File: config.mk
export PLATFORM = sky130hd
export DESIGN_NAME = jutc_cmd
export DESIGN_NICKNAME = d
export VERILOG_FILES = /design/src/design/jutc_pkg.sv /design/src/design/jutc_cmd.sv
export VERILOG_INCLUDE_DIRS = /design/src /design/src/design
export SDC_FILE = /design/constraint.sdc
export NUM_CORES = 1
export LEC_CHECK = 0
export ABC_AREA = 1
export ABC_CLOCK_PERIOD_IN_PS = 4100
export BUFFER_PORTS_ARGS = -buffer_cell sky130_fd_sc_hd__clkbuf_2
export CAP_MARGIN = 20
export CORE_ASPECT_RATIO = 0.75
export CORE_MARGIN = 10
export CORE_UTILIZATION = 52
export CTS_CLUSTER_SIZE = 20
export DETAILED_ROUTE_END_ITERATION = 8
export HOLD_SLACK_MARGIN = 0.1
export PLACE_DENSITY = 0.78
export SYNTH_ARGS = -nofsm -noshare
export SYNTH_HDL_FRONTEND = slang
export SYNTH_SLANG_ARGS = --single-unit
File: constraint.sdc
create_clock -name clock_i -period 4.1 [get_ports clock_i]
set_clock_uncertainty 0.15 [all_clocks]
set_input_delay 1.23 -clock clock_i [delete_from_list [all_inputs] [get_ports clock_i]]
set_output_delay 1.23 -clock clock_i [all_outputs]
set_load 0.05 [all_outputs]
File: src/design/jutc_defs.svh
// constants for the jog, up/down and three-wire speed command block
`ifndef JUTC_DEFS_SVH
`define JUTC_DEFS_SVH
`define JUTC_FN_JOG        6'h06
`define JUTC_FN_3WIRE      6'h0E
`define JUTC_FN_UP         6'h11
`define JUTC_FN_DOWN       6'h12
`define JUTC_FN_UD_CLEAR   6'h14
`define JUTC_FN_FORWARD_JOG_INPUT    6'h2E
`define JUTC_FN_REVERSE_JOG_INPUT    6'h2F
`define JUTC_SRC_KEYPAD    3'h0
`define JUTC_SRC_TERMINAL  3'h1
`define JUTC_MKEY_JOG      2'h1
`define JUTC_JOG_FREQ_RST  16'h03E8
`define JUTC_JOG_FREQ_MIN  16'h0032
`define JUTC_JOG_ACC_RST   16'h07D0
`define JUTC_JOG_DEC_RST   16'h0BB8
`define JUTC_TIME_MAX      16'hEA60
`define JUTC_CLK_MHZ       200
`define JUTC_MIN_PULSE_US  1000
`define JUTC_MIN_PULSE_CYC (`JUTC_CLK_MHZ * `JUTC_MIN_PULSE_US)
`endif

File: src/design/jutc_pkg.sv
// types shared by the speed command block
package jutc_pkg;
   typedef enum logic [2:0] {
      JUTC_SRC_NONE,
      JUTC_SRC_NORMAL,
      JUTC_SRC_UPDOWN,
      JUTC_SRC_JOG,
      JUTC_SRC_STOP
   } jutc_src_t;

   typedef struct packed {
      logic [15:0] jog_freq;
      logic [15:0] jog_acc;
      logic [15:0] jog_dec;
      logic [2:0]  cmd_source;
      logic [1:0]  multi_key_sel;
      logic        ud_save_mode;
   } jutc_cfg_t;

   typedef struct packed {
      logic        run;
      logic        reverse;
      logic [15:0] freq;
      logic [15:0] acc_time;
      logic [15:0] dec_time;
      logic        use_jog_ramp;
   } jutc_ref_t;
endpackage : jutc_pkg

File: src/design/jutc_cmd.sv
// jog, up/down and three-wire speed command logic
`timescale 1ns/1ps
`include "jutc_defs.svh"
module jutc_cmd #(
   parameter int NTERM   = 11,
   parameter int FW      = 16,
   parameter int UD_STEP = 1
) (
   input  wire logic                   clock_i,
   input  wire logic                   rst_n_i,
   input  wire logic [NTERM-1:0]       term_i,
   input  wire logic [NTERM*6-1:0]     terminal_function_assign_i,
   input  wire logic                   forward_run_input_i,
   input  wire logic                   reverse_run_input_i,
   input  wire logic                   key_multi_i,
   input  wire logic                   key_fwd_i,
   input  wire logic                   key_rev_i,
   input  wire logic                   trip_i,
   input  wire logic                   power_fail_i,
   input  wire logic                   at_speed_i,
   input  wire logic [FW-1:0]          max_freq_i,
   input  wire logic [FW-1:0]          normal_freq_i,
   input  wire logic [FW-1:0]          out_freq_i,
   input  wire jutc_pkg::jutc_cfg_t    cfg_i,
   output      jutc_pkg::jutc_ref_t    ref_o,
   output      jutc_pkg::jutc_src_t    src_o,
   output      logic                   keypad_jog_o,
   output      logic                   save_valid_o,
   output      logic [FW-1:0]          saved_freq_o
);
   import jutc_pkg::*;

   // ----------------------------------------
   // input synchronisers
   // ----------------------------------------
   localparam int NIN = NTERM + 6;
   logic [NIN-1:0] raw_in;
   logic [NIN-1:0] sync1_reg;
   logic [NIN-1:0] sync2_reg;
   assign raw_in = {trip_i, power_fail_i, key_multi_i, key_fwd_i, key_rev_i,
                    forward_run_input_i ^ 1'b0, term_i};
   always_ff @(posedge clock_i or negedge rst_n_i) begin
      if (!rst_n_i) begin
         sync1_reg <= '0;
         sync2_reg <= '0;
      end else begin
         sync1_reg <= raw_in;
         sync2_reg <= sync1_reg;
      end
   end
   logic rev_s1_reg;
   logic rev_s2_reg;
   always_ff @(posedge clock_i or negedge rst_n_i) begin
      if (!rst_n_i) begin
         rev_s1_reg <= 1'b0;
         rev_s2_reg <= 1'b0;
      end else begin
         rev_s1_reg <= reverse_run_input_i;
         rev_s2_reg <= rev_s1_reg;
      end
   end

   wire [NTERM-1:0] t_s      = sync2_reg[NTERM-1:0];
   wire             fx_s     = sync2_reg[NTERM];
   wire             rx_s     = rev_s2_reg;
   wire             krev_s   = sync2_reg[NTERM+1];
   wire             kfwd_s   = sync2_reg[NTERM+2];
   wire             kmulti_s = sync2_reg[NTERM+3];
   wire             pfail_s  = sync2_reg[NTERM+4];
   wire             trip_s   = sync2_reg[NTERM+5];

   // ----------------------------------------
   // terminal function decode
   // ----------------------------------------
   logic [NTERM-1:0] hit_jog, hit_3w, hit_up, hit_dn, hit_clr, hit_fj, hit_rj;
   logic [NTERM-1:0] asg_3w;
   genvar g;
   generate
      for (g = 0; g < NTERM; g++) begin : g_dec
         wire [5:0] fn = terminal_function_assign_i[g*6 +: 6];
         assign hit_jog[g] = t_s[g] && (fn == `JUTC_FN_JOG);
         assign hit_3w[g]  = t_s[g] && (fn == `JUTC_FN_3WIRE);
         assign asg_3w[g]  = (fn == `JUTC_FN_3WIRE);
         assign hit_up[g]  = t_s[g] && (fn == `JUTC_FN_UP);
         assign hit_dn[g]  = t_s[g] && (fn == `JUTC_FN_DOWN);
         assign hit_clr[g] = t_s[g] && (fn == `JUTC_FN_UD_CLEAR);
         assign hit_fj[g]  = t_s[g] && (fn == `JUTC_FN_FORWARD_JOG_INPUT);
         assign hit_rj[g]  = t_s[g] && (fn == `JUTC_FN_REVERSE_JOG_INPUT);
      end
   endgenerate
   wire jog_t   = |hit_jog;
   wire up_t    = |hit_up;
   wire dn_t    = |hit_dn;
   wire clr_t   = |hit_clr;
   wire fjog_t  = |hit_fj;
   wire rjog_t  = |hit_rj;
   wire three_w = (cfg_i.cmd_source == `JUTC_SRC_TERMINAL) && (|asg_3w);
   wire hold_3w = |hit_3w;

   // ----------------------------------------
   // three-wire latch with pulse qualifier
   // ----------------------------------------
   // a press counts only after it stood the minimum time, so glitches never latch
   localparam int PW = $clog2(`JUTC_MIN_PULSE_CYC + 1);
   localparam logic [PW-1:0] PULSE_CYC = PW'(`JUTC_MIN_PULSE_CYC);
   logic [PW-1:0] fx_cnt_reg, rx_cnt_reg;
   logic          latch_fwd_reg, latch_rev_reg;
   wire fx_ok = fx_s && (fx_cnt_reg >= PULSE_CYC);
   wire rx_ok = rx_s && (rx_cnt_reg >= PULSE_CYC);
   always_ff @(posedge clock_i or negedge rst_n_i) begin
      if (!rst_n_i) begin
         fx_cnt_reg <= '0;
         rx_cnt_reg <= '0;
      end else begin
         fx_cnt_reg <= !fx_s ? '0 : (fx_ok ? fx_cnt_reg : fx_cnt_reg + 1'b1);
         rx_cnt_reg <= !rx_s ? '0 : (rx_ok ? rx_cnt_reg : rx_cnt_reg + 1'b1);
      end
   end
   logic latch_fwd_next, latch_rev_next;
   always_comb begin
      latch_fwd_next = latch_fwd_reg;
      latch_rev_next = latch_rev_reg;
      if (!three_w || !hold_3w) begin
         latch_fwd_next = 1'b0;
         latch_rev_next = 1'b0;
      end else if (fx_ok && rx_ok) begin
         latch_fwd_next = 1'b0;
         latch_rev_next = 1'b0;
      end else if (fx_ok) begin
         latch_fwd_next = 1'b1;
         latch_rev_next = 1'b0;
      end else if (rx_ok) begin
         latch_fwd_next = 1'b0;
         latch_rev_next = 1'b1;
      end
   end
   always_ff @(posedge clock_i or negedge rst_n_i) begin
      if (!rst_n_i) begin
         latch_fwd_reg <= 1'b0;
         latch_rev_reg <= 1'b0;
      end else begin
         latch_fwd_reg <= latch_fwd_next;
         latch_rev_reg <= latch_rev_next;
      end
   end

   // ----------------------------------------
   // run command
   // ----------------------------------------
   wire run_fwd = three_w ? latch_fwd_reg : fx_s;
   wire run_rev = three_w ? latch_rev_reg : rx_s;
   wire both_run = run_fwd && run_rev;
   wire run_cmd  = (run_fwd ^ run_rev) && !trip_s;

   // ----------------------------------------
   // keypad jog arm
   // ----------------------------------------
   logic kmulti_d_reg, kpad_arm_reg;
   wire kpad_ok = (cfg_i.multi_key_sel == `JUTC_MKEY_JOG)
                  && (cfg_i.cmd_source == `JUTC_SRC_KEYPAD);
   always_ff @(posedge clock_i or negedge rst_n_i) begin
      if (!rst_n_i) begin
         kmulti_d_reg <= 1'b0;
         kpad_arm_reg <= 1'b0;
      end else begin
         kmulti_d_reg <= kmulti_s;
         if (!kpad_ok)
            kpad_arm_reg <= 1'b0;
         else if (kmulti_s && !kmulti_d_reg)
            kpad_arm_reg <= !kpad_arm_reg;
      end
   end
   wire kjog = kpad_arm_reg && (kfwd_s ^ krev_s);

   // ----------------------------------------
   // up/down frequency with save
   // ----------------------------------------
   logic [FW-1:0] ud_freq_reg, saved_reg;
   logic          saved_v_reg, run_d_reg, trip_d_reg;
   wire inc = up_t && !dn_t;
   wire dec = dn_t && !up_t;
   wire steady  = !run_cmd || at_speed_i;
   wire run_drop = run_d_reg && !run_cmd && at_speed_i;
   wire trip_rise = trip_s && !trip_d_reg && at_speed_i;
   wire do_save = cfg_i.ud_save_mode && (run_drop || trip_rise || pfail_s);
   wire do_clr  = clr_t && steady;
   wire resume  = run_cmd && !run_d_reg && saved_v_reg;
   wire [FW:0] ud_up = {1'b0, ud_freq_reg} + (FW+1)'(UD_STEP);
   wire [FW-1:0] ud_inc = (ud_up > {1'b0, max_freq_i}) ? max_freq_i : ud_up[FW-1:0];
   wire [FW-1:0] ud_dec = (ud_freq_reg > FW'(UD_STEP)) ? ud_freq_reg - FW'(UD_STEP) : '0;
   always_ff @(posedge clock_i or negedge rst_n_i) begin
      if (!rst_n_i) begin
         ud_freq_reg <= '0;
         saved_reg   <= '0;
         saved_v_reg <= 1'b0;
         run_d_reg   <= 1'b0;
         trip_d_reg  <= 1'b0;
      end else begin
         run_d_reg  <= run_cmd;
         trip_d_reg <= trip_s;
         if (resume)
            ud_freq_reg <= saved_reg;
         else if (run_cmd && inc)
            ud_freq_reg <= ud_inc;
         else if (run_cmd && dec)
            ud_freq_reg <= ud_dec;
         if (do_save) begin
            saved_reg   <= out_freq_i;
            saved_v_reg <= 1'b1;
         end else if (do_clr) begin
            saved_reg   <= '0;
            saved_v_reg <= 1'b0;
         end
      end
   end
   wire ud_mode = |(terminal_function_assign_i) && (up_t || dn_t || ud_freq_reg != '0);

   // ----------------------------------------
   // source selection
   // ----------------------------------------
   wire term_jog = fjog_t ^ rjog_t;
   wire run_jog  = jog_t && run_cmd;
   wire any_jog  = term_jog || run_jog || kjog;
   wire [FW-1:0] jog_lo = (cfg_i.jog_freq < `JUTC_JOG_FREQ_MIN) ? FW'(`JUTC_JOG_FREQ_MIN)
                                                              : cfg_i.jog_freq;
   wire [FW-1:0] jog_f  = (jog_lo > max_freq_i) ? max_freq_i : jog_lo;
   wire [15:0] acc_c = (cfg_i.jog_acc > `JUTC_TIME_MAX) ? `JUTC_TIME_MAX : cfg_i.jog_acc;
   wire [15:0] dec_c = (cfg_i.jog_dec > `JUTC_TIME_MAX) ? `JUTC_TIME_MAX : cfg_i.jog_dec;
   jutc_src_t src_next;
   jutc_ref_t ref_next, ref_reg;
   jutc_src_t src_reg;
   always_comb begin
      ref_next = '0;
      src_next = JUTC_SRC_NONE;
      case (1'b1)
         any_jog: begin
            src_next = JUTC_SRC_JOG;
            ref_next.run = 1'b1;
            ref_next.freq = jog_f;
            ref_next.reverse = term_jog ? rjog_t : (kjog ? krev_s : run_rev);
            ref_next.acc_time = acc_c;
            ref_next.dec_time = dec_c;
            ref_next.use_jog_ramp = 1'b1;
         end
         both_run: src_next = JUTC_SRC_STOP;
         run_cmd: begin
            src_next = ud_mode ? JUTC_SRC_UPDOWN : JUTC_SRC_NORMAL;
            ref_next.run = 1'b1;
            ref_next.reverse = run_rev;
            ref_next.freq = ud_mode ? ud_freq_reg : normal_freq_i;
         end
         default: src_next = JUTC_SRC_NONE;
      endcase
   end
   always_ff @(posedge clock_i or negedge rst_n_i) begin
      if (!rst_n_i) begin
         ref_reg <= '0;
         src_reg <= JUTC_SRC_NONE;
      end else begin
         ref_reg <= ref_next;
         src_reg <= src_next;
      end
   end
   assign ref_o        = ref_reg;
   assign src_o        = src_reg;
   assign keypad_jog_o = kpad_arm_reg;
   assign save_valid_o = saved_v_reg;
   assign saved_freq_o = saved_reg;

   // ----------------------------------------
   // assertions
   // ----------------------------------------
   property p_jog_freq;
      @(posedge clock_i) disable iff (!rst_n_i)
      any_jog |=> (ref_o.freq == $past(jog_f)) && ref_o.run;
   endproperty
   a_jog_freq: assert property (p_jog_freq) else $error("jog freq not applied");
   property p_jog_min;
      @(posedge clock_i) disable iff (!rst_n_i)
      (max_freq_i >= FW'(`JUTC_JOG_FREQ_MIN)) |-> jog_f >= FW'(`JUTC_JOG_FREQ_MIN);
   endproperty
   a_jog_min: assert property (p_jog_min) else $error("jog freq under minimum");
   property p_jog_prio;
      @(posedge clock_i) disable iff (!rst_n_i)
      (any_jog && run_cmd) |=> src_o == JUTC_SRC_JOG;
   endproperty
   a_jog_prio: assert property (p_jog_prio) else $error("jog lost priority");
   property p_jog_ramp;
      @(posedge clock_i) disable iff (!rst_n_i)
      any_jog |=> ref_o.use_jog_ramp && ref_o.acc_time <= `JUTC_TIME_MAX;
   endproperty
   a_jog_ramp: assert property (p_jog_ramp) else $error("jog ramp wrong");
   property p_term_jog;
      @(posedge clock_i) disable iff (!rst_n_i)
      (term_jog && !run_cmd) |=> ref_o.run;
   endproperty
   a_term_jog: assert property (p_term_jog) else $error("terminal jog not run");
   property p_both_stop;
      @(posedge clock_i) disable iff (!rst_n_i)
      (both_run && !any_jog) |=> !ref_o.run;
   endproperty
   a_both_stop: assert property (p_both_stop) else $error("fwd+rev did not stop");
   property p_hold;
      @(posedge clock_i) disable iff (!rst_n_i)
      (up_t && dn_t && !resume) |=> $stable(ud_freq_reg);
   endproperty
   a_hold: assert property (p_hold) else $error("up+down changed freq");
   property p_3w_drop;
      @(posedge clock_i) disable iff (!rst_n_i)
      (three_w && !hold_3w) |=> !latch_fwd_reg && !latch_rev_reg;
   endproperty
   a_3w_drop: assert property (p_3w_drop) else $error("latch kept after stop");
   property p_save;
      @(posedge clock_i) disable iff (!rst_n_i)
      do_save |=> saved_v_reg;
   endproperty
   a_save: assert property (p_save) else $error("save missed");
   c_jog:    cover property (@(posedge clock_i) src_o == JUTC_SRC_JOG);
   c_latch:  cover property (@(posedge clock_i) latch_fwd_reg);
   c_save:   cover property (@(posedge clock_i) do_save);
   c_kpad:   cover property (@(posedge clock_i) kjog);
endmodule : jutc_cmd

# ---- Yosys cells after proc, flatten, opt, wreduce, memory -nomap -nowiden
# Index checks and enable logic that the tools add are counted.
dict set report totals {
  register_bits 165
  latch_bits 0
  ramBits 0
  romBits 0
  output_inout_bits 72
  memories 0
}
dict set report classes {
  add_sub_neg 4
  n_mul 0
  n_div 0
  order_cmp 8
  eq_ne 82
  n_shift 0
  muxes 40
  bitwise 3
  reduce_logical 132
}
# operator n
set op_table {}
lappend op_table {{equality test 6 x 5 -> 1 bit (second input constant)} 33}
lappend op_table {{two-way mux 16 bit} 12}
lappend op_table {{equality test 6 bit (second input constant)} 22}
lappend op_table {{two-way mux 18 bit} 7}
lappend op_table {{logical AND 1 bit} 100}
lappend op_table {{OR reduction 11 bit} 8}
lappend op_table {{equality test 6 x 3 -> 1 bit (second input constant)} 11}
lappend op_table {{equality test 6 x 4 -> 1 bit (second input constant)} 11}
lappend op_table {{OR reduction 66 bit} 1}
lappend op_table {{adder 18 x 1 -> 18 bit (second input constant)} 2}
lappend op_table {{greater-or-equal comparator 18 bit (second input constant)} 2}
lappend op_table {{two-way mux 33 bit} 1}
lappend op_table {{greater-than comparator 16 bit (second input constant)} 2}
lappend op_table {{adder 16 x 1 -> 17 bit (second input constant)} 1}
lappend op_table {{greater-than comparator 17 x 16 -> 1 bit} 1}
lappend op_table {{greater-than comparator 16 x 1 -> 1 bit (second input constant)} 1}
lappend op_table {{greater-than comparator 16 bit} 1}
lappend op_table {{less-than comparator 16 x 6 -> 1 bit (second input constant)} 1}
lappend op_table {{two-way mux 1 bit} 16}
lappend op_table {{nonzero test 16 bit} 1}
lappend op_table {{subtractor 16 x 1 -> 16 bit (second input constant)} 1}
lappend op_table {{logical NOT 1 bit} 10}
lappend op_table {{two-way mux 3 bit} 3}
lappend op_table {{logical OR 1 bit} 8}
lappend op_table {{10 further kinds} 13}

# ---- Longest topological paths before layout
dict set report depth {
  depth_word 13
  mapped_depth 24
  ltp_nobuf 22
}

# ---- Worst setup path after synthesis
# OpenSTA, ideal clock, no wires.
dict set report synth_timing {
  kind {in2reg}
  from {in terminal_function_assign_i[28]}
  to {reg ud_freq_reg[10]}
  setup_time_ns 0.116
  t_arrival_ns 3.377
  slack_ns 0.456
  cell_stages 18
  cell_sequence {nor2_1 nand2_1 o21ai_0 nor2_1 nand3b_1 nand2_1 o21ai_0 inv_1 ha_1 nand2_1 nor3_2 inv_2 clkbuf_1 or2_0 nand2_1 inv_2 nand2_1 nand2_1}
}
dict set report synth_between {
  elab_chain_cells 9
  word_cells_on_any_way 24
  cone_classes {eq/ne: 3; mux: 4; bitwise: 1; reduce/logical: 16}
}
# item line
set synth_rtl {}
lappend synth_rtl {{from (decl)} jutc_cmd.sv:12} ;# input wire logic [NTERM*6-1:0] terminal_function_assign_i,
lappend synth_rtl {{equality test 6 x 4 -> 1 bit (no line)} n/a}
lappend synth_rtl {{OR reduction 11 bit} jutc_cmd.sv:97} ;# wire three_w = (cfg_i.cmd_source == `JUTC_SRC_TERMINAL) && (|asg_3w);
lappend synth_rtl {{logical AND 1 bit} jutc_cmd.sv:97}
lappend synth_rtl {{two-way mux 1 bit, on equally long branches} {jutc_cmd.sv:150, jutc_cmd.sv:151}}
lappend synth_rtl {{XOR 1 bit} jutc_cmd.sv:153} ;# wire run_cmd = (run_fwd ^ run_rev) && !trip_s;
lappend synth_rtl {{logical AND 1 bit} jutc_cmd.sv:153}
lappend synth_rtl {{logical AND 1 bit, on equally long branches} {jutc_cmd.sv:203, jutc_cmd.sv:187}}
lappend synth_rtl {{two-way mux 16 bit or logical AND 1 bit (tied branches)} {jutc_cmd.sv:203, jutc_cmd.sv:187}}
lappend synth_rtl {{two-way mux 16 bit or nonzero test 3 bit (tied branches)} n/a}
lappend synth_rtl {{to (signal assigned)} jutc_cmd.sv:202} ;# ud_freq_reg <= saved_reg;
lappend synth_rtl {{to (signal assigned)} jutc_cmd.sv:204} ;# ud_freq_reg <= ud_inc;
lappend synth_rtl {{to (signal assigned)} jutc_cmd.sv:206} ;# ud_freq_reg <= ud_dec;
lappend synth_rtl {{to (decl)} jutc_cmd.sv:178} ;# logic [FW-1:0] ud_freq_reg, saved_reg;
# Parallel ways exist; a longest one is shown, timed or not.
# A chain may end at the register's enable or synchronous reset.

==> report_table.html <==
<table>
<tr><th>Metric</th><th>Value</th></tr>
<tr><th colspan="2">Final layout</th></tr>
<tr><td>Flip-flop count of the largest register after layout</td><td>51</td></tr>
<tr><td>Non-filler cells in the finished layout</td><td>2,201</td></tr>
<tr><td>Layout net count</td><td>approximately 2,100</td></tr>
<tr><td>Fill count</td><td>around 1,900</td></tr>
<tr><td>Fraction of final layout cells sized beyond drive strength 1</td><td>about a fifth</td></tr>
<tr><td>Area growth from synthesis to final layout</td><td>19.9%</td></tr>
<tr><td>Final antenna diode count</td><td>0</td></tr>
<tr><th colspan="2">GRT</th></tr>
<tr><td>Overall global routing resource usage</td><td>roughly a quarter</td></tr>
<tr><td>Wire length of the first global-routing pass</td><td>58,100 µm</td></tr>
<tr><td>Aggregate global routing overflow</td><td>0</td></tr>
<tr><td>Number of antenna violations at the first check in global routing</td><td>0</td></tr>
<tr><td>Vias in the first global route</td><td>around 11,000</td></tr>
<tr><td>Pin count of the biggest net entering global routing</td><td>75</td></tr>
<tr><th colspan="2">Yosys</th></tr>
<tr><td>Seq/Total Area, Yosys</td><td>36.8%</td></tr>
<tr><td>Most area-consuming cells after synthesis</td><td>sky130_fd_sc_hd__dfrtp_1 (37%), sky130_fd_sc_hd__nand2_1 (16%), sky130_fd_sc_hd__nor2_1 (7.4%), sky130_fd_sc_hd__nand3_1 (6.6%), sky130_fd_sc_hd__inv_1 (6.3%)</td></tr>
<tr><td>Share of Yosys cell area claimed by the top area cell type</td><td>a little under two fifths</td></tr>
<tr><td>Dominant cell type by area after synthesis</td><td>sky130_fd_sc_hd__dfrtp_1</td></tr>
<tr><td>Distinct cell type count of the synthesized netlist</td><td>between 50 and 60</td></tr>
<tr><td>Number of warning messages in the yosys log</td><td>0</td></tr>
<tr><td>Cells after synthesis</td><td>1,651</td></tr>
<tr><td>EDFF count, synth</td><td>0</td></tr>
<tr><td>Post-synthesis cell area</td><td>between 0.01 and 0.015 mm²</td></tr>
<tr><td>Post-synthesis sequential element count</td><td>approximately 170</td></tr>
<tr><td>Synth cell count leaders</td><td>sky130_fd_sc_hd__nand2_1 (476), sky130_fd_sc_hd__nor2_1 (222), sky130_fd_sc_hd__inv_1 (189)</td></tr>
<tr><td>Total nets after synthesis</td><td>~1,900</td></tr>
<tr><td>Top flip-flop cell by instance count after synthesis</td><td>sky130_fd_sc_hd__dfrtp_1</td></tr>
<tr><td>Mapped Avg Cell Area</td><td>6.79 µm²</td></tr>
<tr><td>Most numerous cell in the Yosys netlist</td><td>sky130_fd_sc_hd__nand2_1</td></tr>
<tr><td>Async SR Flop Fraction</td><td>100%</td></tr>
<tr><th colspan="2">Die</th></tr>
<tr><td>Die area</td><td>~0.028 mm²</td></tr>
<tr><td>Vertical extent of the die</td><td>around 150 µm</td></tr>
<tr><td>Number of standard-cell rows in the floorplan</td><td>between 40 and 50</td></tr>
<tr><td>Initial Util</td><td>52.9%</td></tr>
<tr><td>Number of ports placed on the die boundary</td><td>between 200 and 300</td></tr>
<tr><td>Die W</td><td>190 µm</td></tr>
<tr><td>Area of the placeable core</td><td>roughly 0.021 mm²</td></tr>
<tr><th colspan="2">CTS</th></tr>
<tr><td>TritonCTS clock tree</td><td>done</td></tr>
<tr><td>Number of cells upsized or downsized after cts</td><td>0</td></tr>
<tr><td>Count of clock tree sinks</td><td>around 170</td></tr>
<tr><td>Maximum clock insertion buffer count</td><td>2</td></tr>
<tr><td>Hold buffers post-CTS</td><td>0</td></tr>
<tr><td>Skew-Pair Late Insertion Delay</td><td>~0.44 ns</td></tr>
<tr><td>Cts bufs inserted</td><td>17</td></tr>
<tr><td>Number of H-tree branching levels</td><td>4</td></tr>
<tr><td>Clock tree root driver cell</td><td>sky130_fd_sc_hd__clkbuf_16</td></tr>
<tr><td>Setup Fix Bufs, Post-CTS</td><td>0</td></tr>
<tr><td>Clk slew on worst S/H paths</td><td>approximately 0.070 ns</td></tr>
<tr><th colspan="2">Setup path</th></tr>
<tr><td>Required time reported for the critical path endpoint</td><td>between 4 and 5 ns</td></tr>
<tr><td>FF-to-FF Start</td><td>ud_freq_reg[3]</td></tr>
<tr><td>Worst R2R Setup Slack</td><td>0.52 ns</td></tr>
<tr><td>FF-to-FF End</td><td>ud_freq_reg[6]</td></tr>
<tr><td>Endpoint type of the worst setup path</td><td>flip-flop</td></tr>
<tr><td>Critical path fanouts, max</td><td>16</td></tr>
<tr><td>CP Launch Type</td><td>primary input</td></tr>
<tr><td>Critical path class</td><td>in -&gt; reg</td></tr>
<tr><td>Worst Path Arrival</td><td>~4.0 ns</td></tr>
<tr><td>Length in cells of the worst reg-to-reg path</td><td>21</td></tr>
<tr><th colspan="2">STA</th></tr>
<tr><td>Worst-Margin Slew</td><td>approximately 1.0 ns</td></tr>
<tr><td>Max-slew violation total from the final report</td><td>0</td></tr>
<tr><td>Final setup violation count</td><td>0</td></tr>
<tr><td>Maximum achievable frequency</td><td>0.267 GHz</td></tr>
<tr><td>Unrepaired setup endpoints after global routing</td><td>no</td></tr>
<tr><td>Final period demand of the worst path</td><td>about 3.7 ns</td></tr>
<tr><td>Final TNS setup</td><td>0 ns</td></tr>
<tr><td>Worst relative slew slack</td><td>a little under a third</td></tr>
<tr><td>Final hold violation count</td><td>0</td></tr>
<tr><td>Period utilisation layout</td><td>between 90 and 100%</td></tr>
<tr><th colspan="2">Power</th></tr>
<tr><td>Leakage power</td><td>7.55 nW</td></tr>
<tr><td>Pwr/cell area</td><td>around 440 mW/mm²</td></tr>
<tr><td>Max rail drop VDD</td><td>321 µV</td></tr>
<tr><th colspan="2">Drt</th></tr>
<tr><td>Routed via count</td><td>roughly 12,000</td></tr>
<tr><td>Total wire length</td><td>between 30,000 and 40,000 µm</td></tr>
<tr><td>DRC</td><td>0</td></tr>
<tr><td>Count of nets left with antenna violations after detail routing</td><td>0</td></tr>
<tr><td>Detailed router's first-iteration violation count</td><td>between 1,000 and 1,500</td></tr>
<tr><td>Router iterations before antenna repair</td><td>5</td></tr>
<tr><td>Routed length per instance</td><td>about 17 µm</td></tr>
<tr><td>Detailed-route vias per instance</td><td>5.32</td></tr>
<tr><th colspan="2">Outcome</th></tr>
<tr><td>Result of the run</td><td>finished clean</td></tr>
<tr><th colspan="2">Placed design</th></tr>
<tr><td>Count of placed standard cells including taps</td><td>between 2,000 and 2,500</td></tr>
<tr><td>Total half-perimeter wirelength after legalization and detailed placement</td><td>29,400 µm</td></tr>
<tr><td>Number of input and output port buffers inserted</td><td>260</td></tr>
<tr><td>GPL Wtd Cong</td><td>between 1 and 1.5</td></tr>
<tr><th colspan="2">Worst hold path</th></tr>
<tr><td>Hold Path Origin</td><td>sync1_reg[2]</td></tr>
<tr><td>End of the worst hold path</td><td>sync2_reg[2]</td></tr>
<tr><td>Hold Path Depth</td><td>0</td></tr>
<tr><td>Class of the worst hold path</td><td>reg -&gt; reg</td></tr>
<tr><th colspan="2">Run</th></tr>
<tr><td>Max capacitance violation total</td><td>0</td></tr>
</table>
stage by stage:
stage               utilization (%)  setup slack (ns)  power, W  cell area (µm²)  hold WS, ns
floorplan                         -             0.456   0.00361            11200        0.181
global placement               60.5             0.108   0.00413            12800        0.181
detailed placement             60.5            0.0709   0.00418            12800        0.185
CTS                            63.5             0.489   0.00593            13400        0.183
global route                   63.5            0.0728   0.00631            13400        0.192
finish                         63.5             0.360   0.00592            13400        0.184
power breakdown:
part	switching (W)	leakage (nW)	total [W]	internal (W)
combinational	0.00141	5.10	0.00211	0.000701
clock	0.000738	0.309	0.00172	0.000986
sequential	0.000281	2.14	0.00208	0.00180
total	0.00243	7.55	0.00592	0.00349
worst max-delay path by stage:
stage / from / endpoint / slack, ns / cells past startpoint
after floorplan: terminal_function_assign_i[28] / ud_freq_reg[10] / 0.46 / 18
after detailed placement: terminal_function_assign_i[22] / ref_o[38] / 0.07 / 19
after global routing: terminal_function_assign_i[55] / ref_o[38] / 0.07 / 19
after global placement: terminal_function_assign_i[22] / ref_o[38] / 0.11 / 19
after CTS: terminal_function_assign_i[22] / ref_o[38] / 0.49 / 19
final: terminal_function_assign_i[30] / ref_o[38] / 0.36 / 22
critical path, stage by stage:
cell,delay [ns]
sky130_fd_sc_hd__clkbuf_2,0.11
sky130_fd_sc_hd__inv_1,0.04
sky130_fd_sc_hd__nand2_1,0.07
sky130_fd_sc_hd__inv_1,0.06
sky130_fd_sc_hd__nand4_1,0.14
sky130_fd_sc_hd__nand2_1,0.07
sky130_fd_sc_hd__nor2_1,0.19
sky130_fd_sc_hd__nand3b_1,0.10
sky130_fd_sc_hd__nand2_1,0.11
sky130_fd_sc_hd__inv_1,0.08
sky130_fd_sc_hd__nand2_1,0.07
sky130_fd_sc_hd__o21ai_0,0.08
sky130_fd_sc_hd__ha_1,0.30
sky130_fd_sc_hd__nand2_1,0.18
sky130_fd_sc_hd__inv_1,0.14
sky130_fd_sc_hd__nand2_1,0.10
sky130_fd_sc_hd__nand2_1,0.06
sky130_fd_sc_hd__inv_2,0.06
sky130_fd_sc_hd__nand2_2,0.10
sky130_fd_sc_hd__nor2_4,0.41
sky130_fd_sc_hd__nand2_1,0.15
sky130_fd_sc_hd__nand2_1,0.09
layer usage:
metal	part of all wire, %	global-route usage (%)	vias to the layer above
li1	-	-	5747
met1	46	38.1	5310
met2	40	34.7	608
met3	13	8.89	38
met4	1.2	5.78	0
met5	0	0	-
logic make-up (layout without fill, tap and decap cells):
logic type      after synthesis  in the layout  share of synthesized area [%]
xor+xnor                     25             25                           1.95
compound gates              132            132                           6.56
simple gates               1006           1006                           39.9
buf+inv                     283            545                           10.3
fa+ha+maj                    40             40                           4.47
flops                       165            165                           36.8
cell type report:
| class | instances | area (µm²) | share of cell area [%] |
|---|---|---|---|
| repair buffers | 285 | 1530 | 11.4 |
| well taps | 288 | 360 | 2.68 |
| multi-input cells | 1203 | 5930 | 44.1 |
| clock inverters | 15 | 210 | 1.56 |
| inverters | 228 | 856 | 6.37 |
| flip-flops and latches | 165 | 4130 | 30.7 |
| clock buffers | 17 | 425 | 3.17 |
layout by cell type (no fill, tap or decap), types with 17 or more instances in the layout:
| cell | n |
|---|---|
| sky130_fd_sc_hd__inv_2 | 32 |
| sky130_fd_sc_hd__dfrtp_1 | 165 |
| sky130_fd_sc_hd__nand3_1 | 147 |
| sky130_fd_sc_hd__ha_1 | 40 |
| sky130_fd_sc_hd__nor2_1 | 222 |
| sky130_fd_sc_hd__a21oi_1 | 61 |
| sky130_fd_sc_hd__buf_4 | 22 |
| sky130_fd_sc_hd__o21ai_0 | 34 |
| sky130_fd_sc_hd__nand2_1 | 476 |
| sky130_fd_sc_hd__xor2_1 | 21 |
| sky130_fd_sc_hd__clkbuf_16 | 17 |
| sky130_fd_sc_hd__clkbuf_2 | 259 |
| sky130_fd_sc_hd__inv_1 | 189 |
| sky130_fd_sc_hd__nand4_1 | 45 |
| sky130_fd_sc_hd__nor3_1 | 34 |
(Power assumes the default switching activity.)
